$ cat config.mk
export PLATFORM = sky130hd
export DESIGN_NAME = tic_timer
export DESIGN_NICKNAME = d
export VERILOG_FILES = /design/src/rtl/tic_pkg.sv /design/src/rtl/tic_timer.sv /design/src/rtl/tic_stage.sv
export SDC_FILE = /design/constraint.sdc
export NUM_CORES = 1
export LEC_CHECK = 0
export ABC_AREA = 0
export BUFFER_PORTS_ARGS = -buffer_cell sky130_fd_sc_hd__buf_2
export CAP_MARGIN = 15
export CORE_MARGIN = 2
export CORE_UTILIZATION = 65
export CTS_CLUSTER_DIAMETER = 30
export DETAILED_ROUTE_END_ITERATION = 12
export GPL_TIMING_DRIVEN = 0
export PLACE_DENSITY_LB_ADDON = 0.1
export SLEW_MARGIN = 30
export SYNTH_ARGS = -nofsm -noshare
export SYNTH_HDL_FRONTEND = slang
export SYNTH_SLANG_ARGS = --single-unit
$ cat constraint.sdc
create_clock -name SYS_CLK -period 3.7 [get_ports SYS_CLK]
set_input_delay 0.74 -clock SYS_CLK [delete_from_list [all_inputs] [get_ports SYS_CLK]]
set_output_delay 0.74 -clock SYS_CLK [all_outputs]
set_load 0.01 [all_outputs]
$ cat src/rtl/tic_pkg.sv
// constants and types shared by the long interval timer
package tic_pkg;

    // special-function register addresses
    localparam logic [7:0] TIC_ADDR_CONTROL = 8'ha1;
    localparam logic [7:0] TIC_ADDR_FINE    = 8'ha2;
    localparam logic [7:0] TIC_ADDR_SEC     = 8'ha3;
    localparam logic [7:0] TIC_ADDR_MIN     = 8'ha4;
    localparam logic [7:0] TIC_ADDR_HOUR    = 8'ha5;
    localparam logic [7:0] TIC_ADDR_TARGET  = 8'ha6;

    // reset values
    localparam logic [7:0] TIC_CONTROL_RESET = 8'h00;
    localparam logic [7:0] TIC_TARGET_RESET  = 8'h00;
    localparam logic [7:0] TIC_READ_UNMAPPED = 8'h00;

    // crystal and tick rates
    localparam int TIC_XTAL_HZ   = 32768;
    localparam int TIC_FINE_HZ   = 128;
    localparam int TIC_PRESCALE  = TIC_XTAL_HZ / TIC_FINE_HZ;

    // counter widths and wrap points
    localparam int TIC_FINE_W = 7;
    localparam int TIC_SEC_W  = 6;
    localparam int TIC_MIN_W  = 6;
    localparam int TIC_HOUR_W = 8;
    localparam logic [6:0] TIC_FINE_TOP   = 7'h7f;
    localparam logic [5:0] TIC_SEC_TOP    = 6'h3b;
    localparam logic [5:0] TIC_MIN_TOP    = 6'h3b;
    localparam logic [7:0] TIC_HOUR24_TOP = 8'h17;
    localparam logic [7:0] TIC_HOUR_TOP   = 8'hff;

    // interrupt service vector handed to the core on wake-up
    localparam logic [15:0] TIC_VECTOR = 16'h0053;
    localparam logic [15:0] TIC_NO_VECTOR = 16'h0000;

    typedef enum logic [1:0] {
        TIC_BASE_FINE = 2'b00,
        TIC_BASE_SEC  = 2'b01,
        TIC_BASE_MIN  = 2'b10,
        TIC_BASE_HOUR = 2'b11
    } tic_base_type;

    // control register layout, bit 7 down to bit 0
    typedef struct packed {
        logic         reserved;
        logic         hour24;
        tic_base_type timebase;
        logic         one_shot_select;
        logic         interval_match_flag;
        logic         interval_enable;
        logic         timekeeping_enable;
    } tic_ctrl_type;

    // one-cycle ticks at each interval timebase rate
    typedef struct packed {
        logic fine;
        logic sec;
        logic min;
        logic hour;
    } tic_carry_type;

endpackage : tic_pkg

$ cat src/rtl/tic_timer.sv
// long interval timer: time-of-day chain, interval counter, sfr access
// Overview of operation
// - intervals from one 1/128 s tick up to 256 hours via timebase and count
// - all timekeeping advances from the 32.768 kHz crystal, not core clock
// - counters keep running while the device is powered down
// - interval counter steps on overflow of the selected time stage
// - count equal to target sets match flag bit 2, requests interrupt when TIC_IRQ_EN is set
// - match in power-down with interrupt enabled wakes to vector 0053H
// - time registers are writable to preset the current time
// - control register at A1H, resets to 00H, not bit addressable
// - timebase 00 fine tick, 01 seconds, 10 minutes, 11 hours
// - one-shot timeout clears interval enable, otherwise counter reloads
// - timekeeping disable stops counters, restores last written time values
// - fine count 0 to 127 into seconds, seconds 0 to 59 into minutes
`timescale 1ns/1ps
`default_nettype none
module tic_timer
    import tic_pkg::*;
#(
    parameter int PRESCALE = TIC_PRESCALE
) (
    input  wire logic        SYS_CLK,
    input  wire logic        RST_N,
    input  wire logic        XTAL_CLK,
    input  wire logic [7:0]  SFR_ADDR,
    input  wire logic        SFR_WR,
    input  wire logic        SFR_RD,
    input  wire logic [7:0]  SFR_WDATA,
    input  wire logic        PWR_DOWN,
    input  wire logic        TIC_IRQ_EN,
    output var  logic [7:0]  SFR_RDATA,
    output var  logic        TIC_IRQ,
    output var  logic        WAKE,
    output var  logic [15:0] WAKE_VECTOR
);

    localparam logic [7:0] PRE_TOP = 8'(PRESCALE - 1);

    if (PRESCALE < 1 || PRESCALE > 256) begin : g_chk
        $error("tic_timer prescale must be 1 to 256");
    end

    tic_ctrl_type  ctrl;
    tic_ctrl_type  next_ctrl;
    tic_carry_type carry;
    logic [7:0]    target;
    logic [7:0]    next_target;
    logic [7:0]    iv_count;
    logic [7:0]    next_iv_count;
    logic [7:0]    pre_count;
    logic [7:0]    next_pre_count;
    logic [2:0]    xtal_sync;
    logic          xtal_edge;
    logic          fine_tick;
    logic          iv_tick;
    logic          iv_hit;
    logic [TIC_FINE_W-1:0] fine_count;
    logic [TIC_SEC_W-1:0]  sec_count;
    logic [TIC_MIN_W-1:0]  min_count;
    logic [TIC_HOUR_W-1:0] hour_count;
    logic [7:0]    hour_top;
    logic          ctrl_wr;
    logic [7:0]    next_rdata;
    logic          next_irq;
    logic          next_wake;

    function automatic logic sel_overflow(tic_base_type b, tic_carry_type c);
        case (b)
            TIC_BASE_FINE: sel_overflow = c.fine;
            TIC_BASE_SEC:  sel_overflow = c.sec;
            TIC_BASE_MIN:  sel_overflow = c.min;
            TIC_BASE_HOUR: sel_overflow = c.hour;
            default:       sel_overflow = 1'b0;
        endcase
    endfunction : sel_overflow

    always_ff @(posedge SYS_CLK or negedge RST_N) begin
        if (!RST_N) begin
            xtal_sync <= 3'h0;
        end else begin
            xtal_sync <= {xtal_sync[1:0], XTAL_CLK};
        end
    end
    assign xtal_edge = xtal_sync[1] && !xtal_sync[2];

    // prescaler from crystal edges to the 1/128 s tick
    always_comb begin
        next_pre_count = pre_count;
        fine_tick      = ctrl.timekeeping_enable && xtal_edge
                         && (pre_count == PRE_TOP);
        if (!ctrl.timekeeping_enable) begin
            next_pre_count = 8'h00;
        end else if (xtal_edge) begin
            next_pre_count = fine_tick ? 8'h00 : 8'(pre_count + 8'h01);
        end
    end

    always_ff @(posedge SYS_CLK or negedge RST_N) begin
        if (!RST_N) begin
            pre_count <= 8'h00;
        end else begin
            pre_count <= next_pre_count;
        end
    end

    assign hour_top = ctrl.hour24 ? TIC_HOUR24_TOP : TIC_HOUR_TOP;
    // each stage's overflow is the tick of the next slower timebase
    assign carry.fine = fine_tick;

    tic_stage #(.W(TIC_FINE_W)) u_fine (
        .clk   (SYS_CLK),
        .rst_n (RST_N),
        .run   (ctrl.timekeeping_enable),
        .inc   (fine_tick),
        .wr    (SFR_WR && SFR_ADDR == TIC_ADDR_FINE),
        .wdata (SFR_WDATA[TIC_FINE_W-1:0]),
        .top   (TIC_FINE_TOP),
        .count (fine_count),
        .carry (carry.sec)
    );
    tic_stage #(.W(TIC_SEC_W)) u_sec (
        .clk   (SYS_CLK),
        .rst_n (RST_N),
        .run   (ctrl.timekeeping_enable),
        .inc   (carry.sec),
        .wr    (SFR_WR && SFR_ADDR == TIC_ADDR_SEC),
        .wdata (SFR_WDATA[TIC_SEC_W-1:0]),
        .top   (TIC_SEC_TOP),
        .count (sec_count),
        .carry (carry.min)
    );
    tic_stage #(.W(TIC_MIN_W)) u_min (
        .clk   (SYS_CLK),
        .rst_n (RST_N),
        .run   (ctrl.timekeeping_enable),
        .inc   (carry.min),
        .wr    (SFR_WR && SFR_ADDR == TIC_ADDR_MIN),
        .wdata (SFR_WDATA[TIC_MIN_W-1:0]),
        .top   (TIC_MIN_TOP),
        .count (min_count),
        .carry (carry.hour)
    );
    tic_stage #(.W(TIC_HOUR_W)) u_hour (
        .clk   (SYS_CLK),
        .rst_n (RST_N),
        .run   (ctrl.timekeeping_enable),
        .inc   (carry.hour),
        .wr    (SFR_WR && SFR_ADDR == TIC_ADDR_HOUR),
        .wdata (SFR_WDATA[TIC_HOUR_W-1:0]),
        .top   (hour_top),
        .count (hour_count),
        .carry ()
    );

    assign iv_tick = ctrl.interval_enable
                     && sel_overflow(ctrl.timebase, carry);
    assign iv_hit  = iv_tick && (8'(iv_count + 8'h01) == target);
    assign ctrl_wr = SFR_WR && (SFR_ADDR == TIC_ADDR_CONTROL);

    // control, target and interval counter
    always_comb begin
        next_ctrl     = ctrl;
        next_target   = target;
        next_iv_count = iv_count;
        if (ctrl_wr) begin
            next_ctrl          = tic_ctrl_type'(SFR_WDATA);
            next_ctrl.reserved = 1'b0;
        end
        if (SFR_WR && SFR_ADDR == TIC_ADDR_TARGET) begin
            next_target = SFR_WDATA;
        end
        if (!ctrl.interval_enable) begin
            next_iv_count = 8'h00;
        end else if (iv_hit) begin
            next_iv_count = 8'h00;
        end else if (iv_tick) begin
            next_iv_count = 8'(iv_count + 8'h01);
        end
        // match flag, set wins over clear
        if (iv_hit) begin
            next_ctrl.interval_match_flag = 1'b1;
        end
        if (iv_hit && ctrl.one_shot_select) begin
            next_ctrl.interval_enable = 1'b0;
        end
    end

    // no power-down gating of any counter
    always_ff @(posedge SYS_CLK or negedge RST_N) begin
        if (!RST_N) begin
            ctrl     <= tic_ctrl_type'(TIC_CONTROL_RESET);
            target   <= TIC_TARGET_RESET;
            iv_count <= 8'h00;
        end else begin
            ctrl     <= next_ctrl;
            target   <= next_target;
            iv_count <= next_iv_count;
        end
    end

    // read mux and interrupt outputs
    always_comb begin
        next_rdata = SFR_RDATA;
        if (SFR_RD) begin
            case (SFR_ADDR)
                TIC_ADDR_CONTROL: next_rdata = ctrl;
                TIC_ADDR_FINE:    next_rdata = {1'b0, fine_count};
                TIC_ADDR_SEC:     next_rdata = {2'b00, sec_count};
                TIC_ADDR_MIN:     next_rdata = {2'b00, min_count};
                TIC_ADDR_HOUR:    next_rdata = hour_count;
                TIC_ADDR_TARGET:  next_rdata = target;
                default:          next_rdata = TIC_READ_UNMAPPED;
            endcase
        end
        next_irq  = ctrl.interval_match_flag && TIC_IRQ_EN;
        next_wake = next_irq && PWR_DOWN;
    end

    always_ff @(posedge SYS_CLK or negedge RST_N) begin
        if (!RST_N) begin
            SFR_RDATA   <= TIC_READ_UNMAPPED;
            TIC_IRQ     <= 1'b0;
            WAKE        <= 1'b0;
            WAKE_VECTOR <= TIC_NO_VECTOR;
        end else begin
            SFR_RDATA   <= next_rdata;
            TIC_IRQ     <= next_irq;
            WAKE        <= next_wake;
            WAKE_VECTOR <= next_wake ? TIC_VECTOR : TIC_NO_VECTOR;
        end
    end
endmodule : tic_timer
`default_nettype wire

$ cat src/rtl/tic_stage.sv
// one wrapping time-of-day counter stage with its written shadow value
`timescale 1ns/1ps
`default_nettype none
module tic_stage
    import tic_pkg::*;
#(
    parameter int W = 8
) (
    input  wire logic         clk,
    input  wire logic         rst_n,
    input  wire logic         run,
    input  wire logic         inc,
    input  wire logic         wr,
    input  wire logic [W-1:0] wdata,
    input  wire logic [W-1:0] top,
    output var  logic [W-1:0] count,
    output var  logic         carry
);

    logic [W-1:0] shadow;
    logic [W-1:0] next_shadow;
    logic [W-1:0] next_count;

    if (W < 1 || W > 8) begin : g_chk
        $error("tic_stage width must be 1 to 8");
    end

    always_comb begin
        next_shadow = shadow;
        next_count  = count;
        carry       = run && inc && (count == top);
        if (wr) begin
            next_shadow = wdata;
            next_count  = wdata;
        end else if (!run) begin
            next_count = shadow;
        end else if (inc) begin
            next_count = (count == top) ? '0 : W'(count + 1'b1);
        end
    end

    always_ff @(posedge clk or negedge rst_n) begin
        if (!rst_n) begin
            shadow <= '0;
            count  <= '0;
        end else begin
            shadow <= next_shadow;
            count  <= next_count;
        end
    end

endmodule : tic_stage
`default_nettype wire

# --- Word level (Yosys, flattened, before mapping) ---
# Cells that the tools add are included.
totals:
  out_inout_bits: 26
  wordCells: 102
  regBits: 105
  in_bits: 23
op_classes:
  reduce_logical: 24
  muxes: 29
  add_sub_neg: 6
  eq_ne: 21
op_table:
  columns: ["operator", "n"]
  rows:
  - ["2-to-1 mux 8 bit", 11]
  - ["equality test 8 bit, second input constant", 7]
  - ["2-to-1 mux 6 bit", 8]
  - ["case mux 8 bit (6 select lines)", 1]
  - ["2-to-1 mux 7 bit", 5]
  - ["adder 8 x 1 -> 8 bit, second input constant", 3]
  - ["logical AND 1 bit", 20]
  - ["equality test 8 bit", 2]
  - ["!= test 3 x 1 -> 1 bit, second input constant", 5]
  - ["adder 6 x 1 -> 6 bit, second input constant", 2]
  - ["equality test 6 bit, second input constant", 2]
  - ["adder 7 x 1 -> 7 bit, second input constant", 1]
  - ["equality test 7 bit, second input constant", 1]
  - ["equality test 2 bit, second input constant", 2]
  - ["case mux 1 bit (4 select lines)", 1]
  - ["nonzero test 2 bit", 2]
  - ["2-to-1 mux 3 bit", 1]
  - ["equality test 2 x 1 -> 1 bit, second input constant", 1]
  - ["logical NOT 2 bit", 1]
  - ["2-to-1 mux 1 bit", 2]
  - ["!= test 2 x 1 -> 1 bit, second input constant", 1]
  - ["logical NOT 1 bit", 1]

# --- Depth between registers and ports, before layout ---
# Gate-level depths: netlist of the first run.
logic_depth:
  ltp_word: 15
  mapped_depth: 9
  depth_no_buf: 7

# --- Hierarchy ---
# A second synthesis of the first run with hierarchy kept.
hier_totals:
  cells_unflattened: 614
  hier_area_um2: 5873.1
modules_own_cells:
  columns: ["mod", "seq_area_each_um2", "n_inst", "area_each_um2", "cells_per_inst"]
  rows:
  - ["tic_timer", 1101.1, 1, 2567.5, 239]
  - ["tic_stage at u_min ...", 300.3, 2, 769.5, 83]
  - ["tic_stage at u_hour", 400.4, 1, 945.9, 109]
  - ["tic_stage at u_fine", 350.3, 1, 820.8, 100]

# --- Worst setup path before layout of the first run ---
# Ideal clock, no wire load.
synth_timing:
  kind: "input port to flip-flop"
  start: "input SFR_ADDR[3]"
  end: "register u_sec.count[4]"
  setup_ns: 0.126
  stages: 7
  required_ns: 3.574
  path_buffers: 1
  path_slack_ns: 1.155
  arrival_ns: 2.419
  cell_sequence: "nor4b_1 > and3b_1 > clkbuf_1 > nand4_1 > nand3_1 > o21ai_0 > a221o_1"
synth_between:
  elab_chain_cells: 3
  word_cells_on_any_way: 4
  classes_between: "eq/ne (2); mux (1); reduce/logical (1)"
synth_rtl:
  columns: ["element", "line_no", "text"]
  rows:
  - ["start, declared", "tic_timer.sv:25", "input wire logic [7:0] SFR_ADDR,"]
  - ["equality test 8 bit *", "tic_timer.sv:126", ".wr (SFR_WR && SFR_ADDR == TIC_ADDR_SEC),"]
  - ["logical AND 1 bit *", "tic_timer.sv:126", null]
  - ["!= test 3 x 1 -> 1 bit (no line) / 2-to-1 mux 6 bit (equally long branches)", null, null]
  - ["end signal, assigned", "tic_stage.sv:48", "count <= next_count;"]
  - ["end, declared", "tic_stage.sv:16", "output var logic [W-1:0] count,"]
# Mark *: on every way between the ends. The rest lies on a longest branch, timed or not.
# A chain may end at the register's enable or synchronous reset.

# --- Worst setup path in the final report of the first run ---
# Ends and elaborated chain as after synthesis.

==> impl_metrics.prom, run 1 <==
# TYPE chip_impl_metric gauge
chip_impl_info{name="yosys_most_used_dff",value="dfrtp_1"} 1
chip_impl_metric{name="hpwlAfterDp",unit="µm"} 10290
chip_impl_metric{name="placement.io_buffers",unit=""} 32
chip_impl_info{name="synth_area_leaders",value="dfrtp_1 44%, nand2_1 7.6%, o21ai_0 4.4%"} 1
chip_impl_metric{name="die_x",unit="µm"} 96.79
chip_impl_metric{name="start_util",unit="%"} 67.44
chip_impl_metric{name="detailedRoute.firstPassIterationCount",unit=""} 5
chip_impl_metric{name="power_density",unit="nW/µm²"} 351.4
chip_impl_metric{name="post_drt_via_cell_ratio",unit=""} 6.339
chip_impl_metric{name="wirelength",unit="µm"} 14470
chip_impl_metric{name="cts.htree.levels",unit=""} 3
chip_impl_metric{name="clock_insertion_delay_worst_skew",unit="ps"} 370
chip_impl_metric{name="detail-route-antenna-nets",unit=""} 0
chip_impl_metric{name="row_count",unit=""} 33
chip_impl_metric{name="fraction_of_post_synthesis_cell_area_in_the_top_cell_type_by_area",unit="%"} 43.82
chip_impl_metric{name="count_of_flip_flops_with_a_built_in_enable_after_synthesis",unit=""} 0
chip_impl_metric{name="report.final.hold_viol_count",unit=""} 0
chip_impl_metric{name="gr-total-overflow",unit=""} 0
chip_impl_metric{name="vias_in_the_first_global_route",unit=""} 4870
chip_impl_metric{name="timing.final.setup_violations",unit=""} 0
chip_impl_metric{name="die_area",unit="µm²"} 9368
chip_impl_metric{name="post-layout-total-power",unit="mW"} 2.163
chip_impl_metric{name="num_antenna_cells",unit=""} 0
chip_impl_info{name="clockRootBuffer",value="clkbuf_8"} 1
chip_impl_info{name="layout_commonest_cell",value="nand2_1"} 1
chip_impl_metric{name="synth_sequential_area_ratio",unit="%"} 43.82
chip_impl_metric{name="post_synth_instance_area",unit="µm²"} 5597
chip_impl_metric{name="grt_use_met2",unit="%"} 52.88
chip_impl_metric{name="cts_hold_buffers",unit=""} 0
chip_impl_metric{name="min_period_over_period",unit="%"} 78.17
chip_impl_metric{name="cp_data_required_time",unit="ps"} 3960
chip_impl_metric{name="ctsLongestPathBuffers",unit=""} 2
chip_impl_metric{name="peak_freq",unit="MHz"} 345.7
chip_impl_metric{name="placed_cells",unit=""} 779
chip_impl_info{name="synth_top_area_cell",value="dfrtp_1"} 1
chip_impl_info{name="globalRoute.busiestLayer",value="met2"} 1
chip_impl_metric{name="detail_route.drc_violations",unit=""} 0
chip_impl_metric{name="max-vdd-ir-drop",unit="mV"} 0.2477
chip_impl_metric{name="routabilityCongestion",unit=""} 0.9691
chip_impl_metric{name="drive_above_1_share",unit="%"} 13.93
chip_impl_metric{name="drtIter0Drc",unit=""} 430
chip_impl_metric{name="num_vias",unit=""} 5033
chip_impl_metric{name="cts_num_sinks",unit=""} 98
chip_impl_metric{name="critical_path_arrival",unit="ps"} 3150
chip_impl_metric{name="synth_cell_type_count",unit=""} 63
chip_impl_metric{name="fin_worst_skew",unit="ps"} 10.72
chip_impl_info{name="commonest_cells_after_routing_fill_and_taps_aside",value="114 x nand2_1, 98 x dfrtp_1, 49 x o21ai_0"} 1
chip_impl_metric{name="global_router_s_overall_resource_usage",unit="%"} 31.55
chip_impl_info{name="cp-start-kind",value="primary input"} 1
chip_impl_metric{name="cellLeakagePower",unit="nW"} 2.916
chip_impl_metric{name="stdcell_count",unit=""} 794
chip_impl_metric{name="num-nets-final",unit=""} 714
chip_impl_metric{name="fillers",unit=""} 635
chip_impl_metric{name="area_delta_synth_final",unit="%"} 9.949
chip_impl_info{name="rsz0062_at_grt",value="false"} 1
chip_impl_metric{name="critical_path.max_fanout",unit=""} 10
chip_impl_metric{name="met1_usage",unit="%"} 42.74
chip_impl_metric{name="sequential_standard_cell_area",unit="µm²"} 2452
chip_impl_info{name="path_class",value="in -> reg"} 1
chip_impl_metric{name="ys_seq_elements",unit=""} 98
chip_impl_metric{name="core_area",unit="µm²"} 8299
chip_impl_info{name="critPathCaptureType",value="register"} 1
chip_impl_metric{name="post_cts.resized_instances",unit=""} 0
chip_impl_info{name="status",value="finished, final reports clean"} 1
chip_impl_metric{name="grt_antenna_before_repair",unit=""} 0
chip_impl_metric{name="detail_route.wl_per_cell",unit="µm"} 18.23
chip_impl_info{name="tritoncts",value="yes"} 1
chip_impl_metric{name="post_cts.repair.setup_buffers",unit=""} 0
chip_impl_metric{name="die_height",unit="µm"} 96.79
chip_impl_metric{name="period_minus_slack",unit="ps"} 2892
chip_impl_info{name="hold_class",value="in -> async"} 1
chip_impl_metric{name="pin_count_of_the_biggest_net_entering_global_routing",unit=""} 53
chip_impl_metric{name="global_route.usage.met3",unit="%"} 4.624
chip_impl_metric{name="multi_input_comb_area",unit="µm²"} 2824
chip_impl_metric{name="syn-mean-instance-area",unit="µm²"} 8.884
chip_impl_metric{name="yosysWarningCount",unit=""} 0
chip_impl_metric{name="number_of_cts_inserted_buffers",unit=""} 9
chip_impl_metric{name="timing.slew.headroom",unit="%"} 46.81
chip_impl_metric{name="finalSetupTns",unit="ps"} 0
chip_impl_metric{name="maxCapViolations",unit=""} 0
chip_impl_metric{name="drv_slew",unit=""} 0
chip_impl_metric{name="worst_setup_hold_path_clk_slew",unit="ps"} 100
chip_impl_metric{name="async_reset_ff_share",unit="%"} 100.0
chip_impl_metric{name="max_slew.worst_pin.slew",unit="ps"} 791.8
chip_impl_metric{name="synth_cells",unit=""} 630
chip_impl_metric{name="grt_pass1_wl",unit="µm"} 24040
chip_impl_metric{name="io-pin-count",unit=""} 49
## area by class of cell
cell class | instances | area share, %
Sequential cell | 98 | 39.85
Multi-Input combinational cell | 472 | 45.89
Tap cell | 105 | 2.135
Clock inverter | 5 | 1.017
Timing Repair Buffer | 33 | 3.152
Clock buffer | 10 | 2.074
Inverter | 21 | 1.281
Buffer | 50 | 4.595
## Yosys cell counts, types with 3 or more instances
master and n:
buf_4 17, o211ai_1 3, nand3_1 35, nor2b_1 5, a221o_1 3, nor2_1 31
o221ai_1 6, or4_1 4, buf_6 4, a21o_2 4, inv_1 21, nand2_1 114
a21o_1 4, xor2_1 6, xnor2_1 9, and2_1 7, a221oi_1 6, a22oi_1 4
mux2_2 15, or3_1 8, a31oi_1 6, nor3_1 10, a31o_2 3, o22ai_1 3
clkbuf_1 26, dfrtp_1 98, nand2b_1 4, nand3b_1 4, o311ai_0 3, mux2i_1 18
a21oi_1 26, o31ai_1 3, o21ai_0 49, ha_1 6, and3_1 17, o21a_1 3
a22o_1 5, nand4_1 6
## metal layers
layer  routed length (µm)  up-vias  share of wire (%)
met5                    0        -                  0
met4                  262        0                1.8
met3                  986       31                6.8
met2                 6993      223                 48
met1                 6229     2437                 43
li1                     -     2342                  -
## power by group
| group | switching (mW) | leakage [nW] | internal [mW] |
|---|---|---|---|
| clock network | 0.392 | 0.0894 | 0.314 |
| registers | 0.0664 | 1.28 | 1.13 |
| logic | 0.154 | 1.54 | 0.109 |
## metrics by stage
stage / hold WS [ps] / util, % / instance area, µm² / setup WS, ps
detailed placement: 336.2 / 71.85 / 5963 / 476.2
global route: 317.0 / 74.14 / 6153 / 600.6
CTS: 297.6 / 74.14 / 6153 / 887.8
global placement: 333.7 / 71.45 / 5929 / 557.5
finish: 277.3 / 74.14 / 6153 / 807.6
floorplan: 331.2 / - / 5638 / 1155
## logic make-up (layout without fill, tap and decap cells)
kind of cell / after synthesis / count (layout) / synth area share [%]
fa+ha+maj: 6 / 6 / 1.341
simple gates: 259 / 259 / 22.33
mux: 33 / 33 / 6.237
buf+inv: 71 / 119 / 6.461
other cells: 1 / 12 / 0.06700
compound gates: 147 / 147 / 17.39
flops: 98 / 98 / 43.82
xor+xnor: 15 / 15 / 2.347
## worst paths after layout
kind                                   end  slack, ps  cells after the start    startpoint
setup / recovery            u_sec.count[4]        810                      8   SFR_ADDR[3]
hold / removal                 iv_count[4]        280                      1         RST_N
setup reg to reg               iv_count[7]        880                      9   iv_count[0]
hold reg to reg               xtal_sync[1]        360                      0  xtal_sync[0]
max in group asynchronous  u_sec.shadow[0]       2800                      2         RST_N
min in group SYS_CLK          xtal_sync[1]        360                      0  xtal_sync[0]
## state kept, by name, summed over array words and instances, names as in the netlist, 8 cells and up
register       count
SFR_RDATA          8
iv_count           8
pre_count          8
target             8
u_hour.count       8
u_hour.shadow      8
## worst max-delay path, stage by stage
cell and delay, ps:
buf_2 100, nor4b_1 560, and3b_1 240, clkbuf_1 240
nand4_1 440, nand3_1 370, o21ai_0 150, a221o_1 310
Note: power is estimated with default switching activity, not from simulation.
==> run 2: changes to the inputs <==
CORE_UTILIZATION = 60   (was 65)
clock period = 2.85 ns   (was 3.7 ns; I/O delays follow)
==> run 2 against run 1 <==
Design area up 0.85%. Final cell count increased by 1.1%. First-iteration DRC count down 26%. Via count shrank 1.6%. Critical path depth grew 1. Clock skew up 1.5 ps.
==> impl_metrics.prom, run 2 (synthesis results as in run 1) <==
# TYPE chip_impl_metric gauge
chip_impl_info{name="layout_commonest_cell",value="nand2_1"} 1
chip_impl_metric{name="cp_data_required_time",unit="ps"} 3100
chip_impl_info{name="rsz0062_at_grt",value="false"} 1
chip_impl_metric{name="power_density",unit="nW/µm²"} 458.3
chip_impl_metric{name="finalHoldWorstSlack",unit="ps"} 114.4
chip_impl_metric{name="grt_pass1_wl",unit="µm"} 23250
chip_impl_metric{name="met1_usage",unit="%"} 41.23
chip_impl_metric{name="num_vias",unit=""} 4952
chip_impl_info{name="critPathCaptureType",value="register"} 1
chip_impl_metric{name="core_area",unit="µm²"} 9153
chip_impl_metric{name="max-vdd-ir-drop",unit="mV"} 0.2605
chip_impl_metric{name="post_drt_via_cell_ratio",unit=""} 6.167
chip_impl_metric{name="die_height",unit="µm"} 100.6
chip_impl_metric{name="fillers",unit=""} 761
chip_impl_metric{name="reg2reg_setup_slack",unit="ps"} 170
chip_impl_metric{name="global_router_s_overall_resource_usage",unit="%"} 29.35
chip_impl_info{name="r2r-start",value="iv_count[0]"} 1
chip_impl_metric{name="hpwlAfterDp",unit="µm"} 10230
chip_impl_metric{name="critical_path.max_fanout",unit=""} 10
chip_impl_info{name="cp-start-kind",value="register"} 1
chip_impl_metric{name="area_delta_synth_final",unit="%"} 10.89
chip_impl_metric{name="num_antenna_cells",unit=""} 0
chip_impl_info{name="tritoncts",value="yes"} 1
chip_impl_metric{name="pin_count_of_the_biggest_net_entering_global_routing",unit=""} 56
chip_impl_metric{name="grt_antenna_before_repair",unit=""} 0
chip_impl_metric{name="min_period_over_period",unit="%"} 94.06
chip_impl_metric{name="global_route.usage.met3",unit="%"} 3.398
chip_impl_metric{name="die_x",unit="µm"} 100.6
chip_impl_info{name="crit_top_cell",value="buf_6"} 1
chip_impl_metric{name="fin_worst_skew",unit="ps"} 12.18
chip_impl_metric{name="drtIter0Drc",unit=""} 317
chip_impl_metric{name="routabilityCongestion",unit=""} 0.9666
chip_impl_info{name="commonest_cells_after_routing_fill_and_taps_aside",value="114 x nand2_1, 98 x dfrtp_1, 48 x o21ai_0"} 1
chip_impl_info{name="path_class",value="reg -> reg"} 1
chip_impl_metric{name="report.final.hold_viol_count",unit=""} 0
chip_impl_metric{name="maxCapViolations",unit=""} 0
chip_impl_metric{name="start_util",unit="%"} 61.15
chip_impl_info{name="status",value="finished, final reports clean"} 1
chip_impl_metric{name="wirelength",unit="µm"} 14200
chip_impl_metric{name="cellLeakagePower",unit="nW"} 2.936
chip_impl_metric{name="number_of_cts_inserted_buffers",unit=""} 9
chip_impl_info{name="worst_path_max_delay_cell",value="dfrtp_1"} 1
chip_impl_metric{name="io-pin-count",unit=""} 49
chip_impl_metric{name="row_count",unit=""} 35
chip_impl_metric{name="drive_above_1_share",unit="%"} 14.16
chip_impl_metric{name="grt_use_met2",unit="%"} 48.05
chip_impl_info{name="globalRoute.busiestLayer",value="met2"} 1
chip_impl_metric{name="clock_insertion_delay_worst_skew",unit="ps"} 370
chip_impl_metric{name="cts_num_sinks",unit=""} 98
chip_impl_metric{name="post-layout-total-power",unit="mW"} 2.844
chip_impl_metric{name="worst_r2r_path_depth",unit=""} 9
chip_impl_metric{name="num-nets-final",unit=""} 717
chip_impl_metric{name="vias_in_the_first_global_route",unit=""} 4603
chip_impl_info{name="cp_cell_sequence",value="ha_4 > nand3_4 > or3_1 > a2111oi_2 > and3_1 > buf_6 > and3b_1 > buf_6 > a211o_1"} 1
chip_impl_metric{name="period_minus_slack",unit="ps"} 2681
chip_impl_metric{name="max_slew.worst_pin.slew",unit="ps"} 756.0
chip_impl_metric{name="multi_input_comb_area",unit="µm²"} 2836
chip_impl_metric{name="drv_slew",unit=""} 0
chip_impl_metric{name="worst_setup_hold_path_clk_slew",unit="ps"} 90
chip_impl_metric{name="timing.final.setup_violations",unit=""} 0
chip_impl_metric{name="die_area",unit="µm²"} 10120
chip_impl_metric{name="gr-total-overflow",unit=""} 0
chip_impl_metric{name="worstPathBufferInverterCount",unit=""} 2
chip_impl_info{name="clockRootBuffer",value="clkbuf_8"} 1
chip_impl_metric{name="placed_cells",unit=""} 785
chip_impl_metric{name="ctsLongestPathBuffers",unit=""} 2
chip_impl_metric{name="sequential_standard_cell_area",unit="µm²"} 2452
chip_impl_metric{name="cts_hold_buffers",unit=""} 0
chip_impl_metric{name="detail_route.wl_per_cell",unit="µm"} 17.68
chip_impl_metric{name="peak_freq",unit="MHz"} 373.1
chip_impl_metric{name="timing.critical_path.slowest_cell_delay",unit="ps"} 500
chip_impl_metric{name="critical_path_arrival",unit="ps"} 2930
chip_impl_metric{name="timing.slew.headroom",unit="%"} 48.30
chip_impl_info{name="hold_class",value="in -> async"} 1
chip_impl_metric{name="stdcell_count",unit=""} 803
chip_impl_metric{name="cts.htree.levels",unit=""} 3
chip_impl_metric{name="placement.io_buffers",unit=""} 32
chip_impl_metric{name="detail-route-antenna-nets",unit=""} 0
chip_impl_info{name="critical_path.top_delay_family",value="simple AND/OR/NAND/NOR gates"} 1
chip_impl_metric{name="detailedRoute.firstPassIterationCount",unit=""} 5
chip_impl_info{name="r2r-end",value="iv_count[7]"} 1
chip_impl_metric{name="detail_route.drc_violations",unit=""} 0
==> run 2: cell count changes in the layout (fill, tap and decap cells not counted), sizes merged <==
cell	delta
clkinv	+1
clkinvlp	-2
clkbuf	+2
inv	-2
buf	+3
bufinv	+1
==> run 2: repair_timing <==
item                                    in CTS  in global routing
setup buffers                                0                  3
resized for setup                            0                  3
endpoints found under the setup margin       0                 10
==> run 2: cell type report <==
cell class / count / share of cell area, %
buffer: 50 / 4.556
clock buffer: 12 / 2.177
clock inverter: 3 / 1.048
inverter: 21 / 1.270
multi-input combinational: 472 / 45.71
sequential: 98 / 39.52
tap: 111 / 2.238
timing repair buffer: 36 / 3.488
==> run 2: metrics by stage <==
stage          setup TNS, ps  utilization (%)  worst slack [ps]  area [µm²]
2_1_floorplan              0                -             328.8        5638
3_3_place_gp          -407.6            64.87            -142.1        5937
3_5_place_dp          -691.5            65.24            -153.1        5971
4_1_cts                    0            67.42             56.22        6171
5_1_grt                    0            67.81             14.81        6206
6_report                   0            67.81             169.4        6206
==> run 2: how the worst max path moves through the flow <==
stage | startpoint | to | slack, ps | cells past startpoint
3_3_place_gp | SFR_ADDR[3] | u_sec.count[5] | -140 | 8
4_1_cts | iv_count[0] | iv_count[7] | 60 | 9
5_1_grt | SFR_ADDR[3] | u_min.count[2] | 10 | 9
3_5_place_dp | SFR_ADDR[3] | u_sec.count[5] | -150 | 8
6_report | iv_count[0] | iv_count[7] | 170 | 9
2_1_floorplan | iv_count[0] | iv_count[7] | 330 | 9
==> run 2: where the power goes <==
group | switching, mW | internal (mW) | total [mW]
sequential | 0.0858 | 1.46 | 1.55
combinational | 0.196 | 0.142 | 0.338
clock | 0.468 | 0.490 | 0.958
total | 0.750 | 2.09 | 2.84
==> run 2: per-layer routing <==
layer | part of all wire [%] | vias up
met1 | 45 | 2405
li1 | - | 2329
met5 | 0 | -
met4 | 2.1 | 0
met2 | 48 | 188
met3 | 5.7 | 30
==> run 3: changes to the inputs <==
GPL_TIMING_DRIVEN = not set   (was 0)
==> run 3 against run 2 <==
Clock-buffer cell count is 1 lower. Global-route usage is 1.4 points lower. Clock power is 7.6% lower. Sequential share of layout area is 1.3 points higher. Non-clock buffer count is 34 lower. Register-to-register slack better by 110 ps. Fmax is 4.4% higher. First-iteration DRC count is 11% lower. Flip-flop and latch count stayed put.
==> impl_metrics.prom, run 3 (synthesis results as in run 1) <==
# TYPE chip_impl_metric gauge
chip_impl_metric{name="post_cts.resized_instances",unit=""} 0
chip_impl_metric{name="num-nets-final",unit=""} 683
chip_impl_metric{name="reg2reg_setup_slack",unit="ps"} 280
chip_impl_info{name="cp-start-kind",value="register"} 1
chip_impl_metric{name="detail_route.wl_per_cell",unit="µm"} 17.43
chip_impl_metric{name="number_of_cts_inserted_buffers",unit=""} 9
chip_impl_metric{name="drv_slew",unit=""} 0
chip_impl_info{name="critPathLaunch",value="iv_count[0]"} 1
chip_impl_metric{name="power_switching",unit="mW"} 0.7357
chip_impl_metric{name="num_vias",unit=""} 4747
chip_impl_metric{name="io-pin-count",unit=""} 49
chip_impl_info{name="tritoncts",value="yes"} 1
chip_impl_metric{name="power_density",unit="nW/µm²"} 458.3
chip_impl_metric{name="hpwlAfterDp",unit="µm"} 9672
chip_impl_metric{name="max_slew.worst_pin.slew",unit="ps"} 741.5
chip_impl_metric{name="timing.slew.headroom",unit="%"} 50.19
chip_impl_metric{name="core_area",unit="µm²"} 9153
chip_impl_metric{name="min_period_over_period",unit="%"} 90.07
chip_impl_metric{name="critical_path.max_fanout",unit=""} 7
chip_impl_metric{name="dpl-instance-area",unit="µm²"} 5809
chip_impl_metric{name="detailedRoute.firstPassIterationCount",unit=""} 5
chip_impl_metric{name="cts.htree.levels",unit=""} 3
chip_impl_metric{name="pin_count_of_the_biggest_net_entering_global_routing",unit=""} 46
chip_impl_metric{name="gr-total-overflow",unit=""} 0
chip_impl_metric{name="num_antenna_cells",unit=""} 0
chip_impl_metric{name="die_x",unit="µm"} 100.6
chip_impl_metric{name="clock_insertion_delay_worst_skew",unit="ps"} 360
chip_impl_metric{name="wirelength",unit="µm"} 13410
chip_impl_metric{name="pre_cts_ws",unit="ps"} 316.6
chip_impl_info{name="layout_commonest_cell",value="nand2_1"} 1
chip_impl_metric{name="cts_num_sinks",unit=""} 98
chip_impl_metric{name="timing.final.setup_violations",unit=""} 0
chip_impl_metric{name="ctsLongestPathBuffers",unit=""} 2
chip_impl_metric{name="setup_ws",unit="ps"} 282.9
chip_impl_metric{name="drtIter0Drc",unit=""} 283
chip_impl_metric{name="grt_pass1_wl",unit="µm"} 22100
chip_impl_metric{name="finalSetupTns",unit="ps"} 0
chip_impl_metric{name="global_router_s_overall_resource_usage",unit="%"} 27.92
chip_impl_metric{name="sequential_fraction_of_design_power",unit="%"} 56.2
chip_impl_metric{name="sw_share",unit="%"} 26.74
chip_impl_metric{name="detail-route-antenna-nets",unit=""} 0
chip_impl_info{name="r2r-start",value="iv_count[0]"} 1
chip_impl_info{name="r2r-end",value="iv_count[7]"} 1
chip_impl_metric{name="grt_antenna_before_repair",unit=""} 0
chip_impl_info{name="status",value="finished, final reports clean"} 1
chip_impl_metric{name="critical_path_arrival",unit="ps"} 2810
chip_impl_metric{name="maxCapViolations",unit=""} 0
chip_impl_metric{name="worst_r2r_path_depth",unit=""} 7
chip_impl_metric{name="die_height",unit="µm"} 100.6
chip_impl_metric{name="cell_internal_pwr",unit="mW"} 2.016
chip_impl_metric{name="design_area",unit="µm²"} 6003
chip_impl_metric{name="post_cts.repair.setup_buffers",unit=""} 0
chip_impl_metric{name="combPwrFrac",unit="%"} 11.6
chip_impl_info{name="clockRootBuffer",value="clkbuf_8"} 1
chip_impl_metric{name="area_delta_synth_final",unit="%"} 7.266
chip_impl_metric{name="p_clk_share",unit="%"} 32.2
chip_impl_metric{name="post_drt_via_cell_ratio",unit=""} 6.173
chip_impl_info{name="rsz0062_at_grt",value="false"} 1
chip_impl_metric{name="period_minus_slack",unit="ps"} 2567
chip_impl_metric{name="drive_above_1_share",unit="%"} 14.13
chip_impl_metric{name="die_area",unit="µm²"} 10120
chip_impl_metric{name="vias_in_the_first_global_route",unit=""} 4386
chip_impl_info{name="hold_class",value="in -> async"} 1
chip_impl_metric{name="final_core_util",unit="%"} 65.59
chip_impl_info{name="critPathCaptureType",value="register"} 1
chip_impl_metric{name="placement.io_buffers",unit=""} 36
chip_impl_metric{name="start_util",unit="%"} 61.15
chip_impl_metric{name="row_count",unit=""} 35
chip_impl_metric{name="cts_hold_buffers",unit=""} 0
chip_impl_metric{name="cellLeakagePower",unit="nW"} 2.842
chip_impl_metric{name="max-vdd-ir-drop",unit="mV"} 0.2728
chip_impl_metric{name="detail_route.drc_violations",unit=""} 0
chip_impl_info{name="path_class",value="reg -> reg"} 1
chip_impl_metric{name="peak_freq",unit="MHz"} 389.6
chip_impl_info{name="commonest_cells_after_routing_fill_and_taps_aside",value="114 x nand2_1, 98 x dfrtp_1, 49 x o21ai_0"} 1
chip_impl_metric{name="report.final.hold_viol_count",unit=""} 0
chip_impl_metric{name="routabilityCongestion",unit=""} 0.8641
chip_impl_metric{name="fin_worst_skew",unit="ps"} 16.71
chip_impl_metric{name="cp_data_required_time",unit="ps"} 3090
chip_impl_metric{name="worst_setup_hold_path_clk_slew",unit="ps"} 100
-- run 3: cell count changes in the layout (fill, tap and decap cells not counted), sizes merged --
cell / change
buf: -8
clkinv: -1
clkinvlp: +3
clkbuf: -27
bufinv: -1
-- run 3: final cells by class --
type | count | area (µm²)
well taps | 111 | 138.9
flip-flops and latches | 98 | 2452
inverters | 21 | 78.83
clock buffers | 11 | 141.4
fillers | 757 | 3149
clock inverters | 4 | 52.55
multi-input cells | 472 | 2824
repair buffers | 52 | 315.3
-- run 3: worst max-delay path, cell delays in order (launching register included) --
cell	delay, ps
dfrtp_1	440
ha_1	330
nand3_4	140
or3_1	350
a2111oi_2	400
and3_1	220
and3b_1	260
a211o_1	310
-- run 3: metrics by stage --
step | std cells | hold slack (ps) | total power [mW]
6_report | 769 | 195.6 | 2.751
5_1_grt | 769 | 232.2 | 2.883
4_1_cts | 769 | 211.5 | 2.764
3_5_place_dp | 754 | 341.1 | 1.887
3_3_place_gp | 754 | 335.6 | 1.875
2_1_floorplan | 641 | 274.4 | 1.762
-- run 3: power by group through the flow --
stage               registers (mW)  logic, mW  clock network, mW
finish                        1.55      0.320              0.885
global route                  1.56      0.358              0.968
CTS                           1.54      0.318              0.901
detailed placement            1.57      0.316                  0
global placement              1.57      0.306                  0
floorplan                     1.55      0.215                  0
-- run 3: metal layers --
layer / up-vias / share of wire, % / global-route usage, %
li1: 2267 / - / -
met1: 2282 / 46 / 39.94
met2: 174 / 46 / 44.05
met3: 24 / 5.5 / 3.606
met4: 0 / 2.4 / 9.589
met5: - / 0 / 0
-- run 3: worst max path at each step --
stage / endpoint / slack (ps) / cells past startpoint
finish: iv_count[7] / 280 / 7
global route: iv_count[7] / 140 / 7
CTS: iv_count[7] / 290 / 7
detailed placement: iv_count[7] / 320 / 7
global placement: iv_count[7] / 360 / 7
floorplan: iv_count[7] / 330 / 9
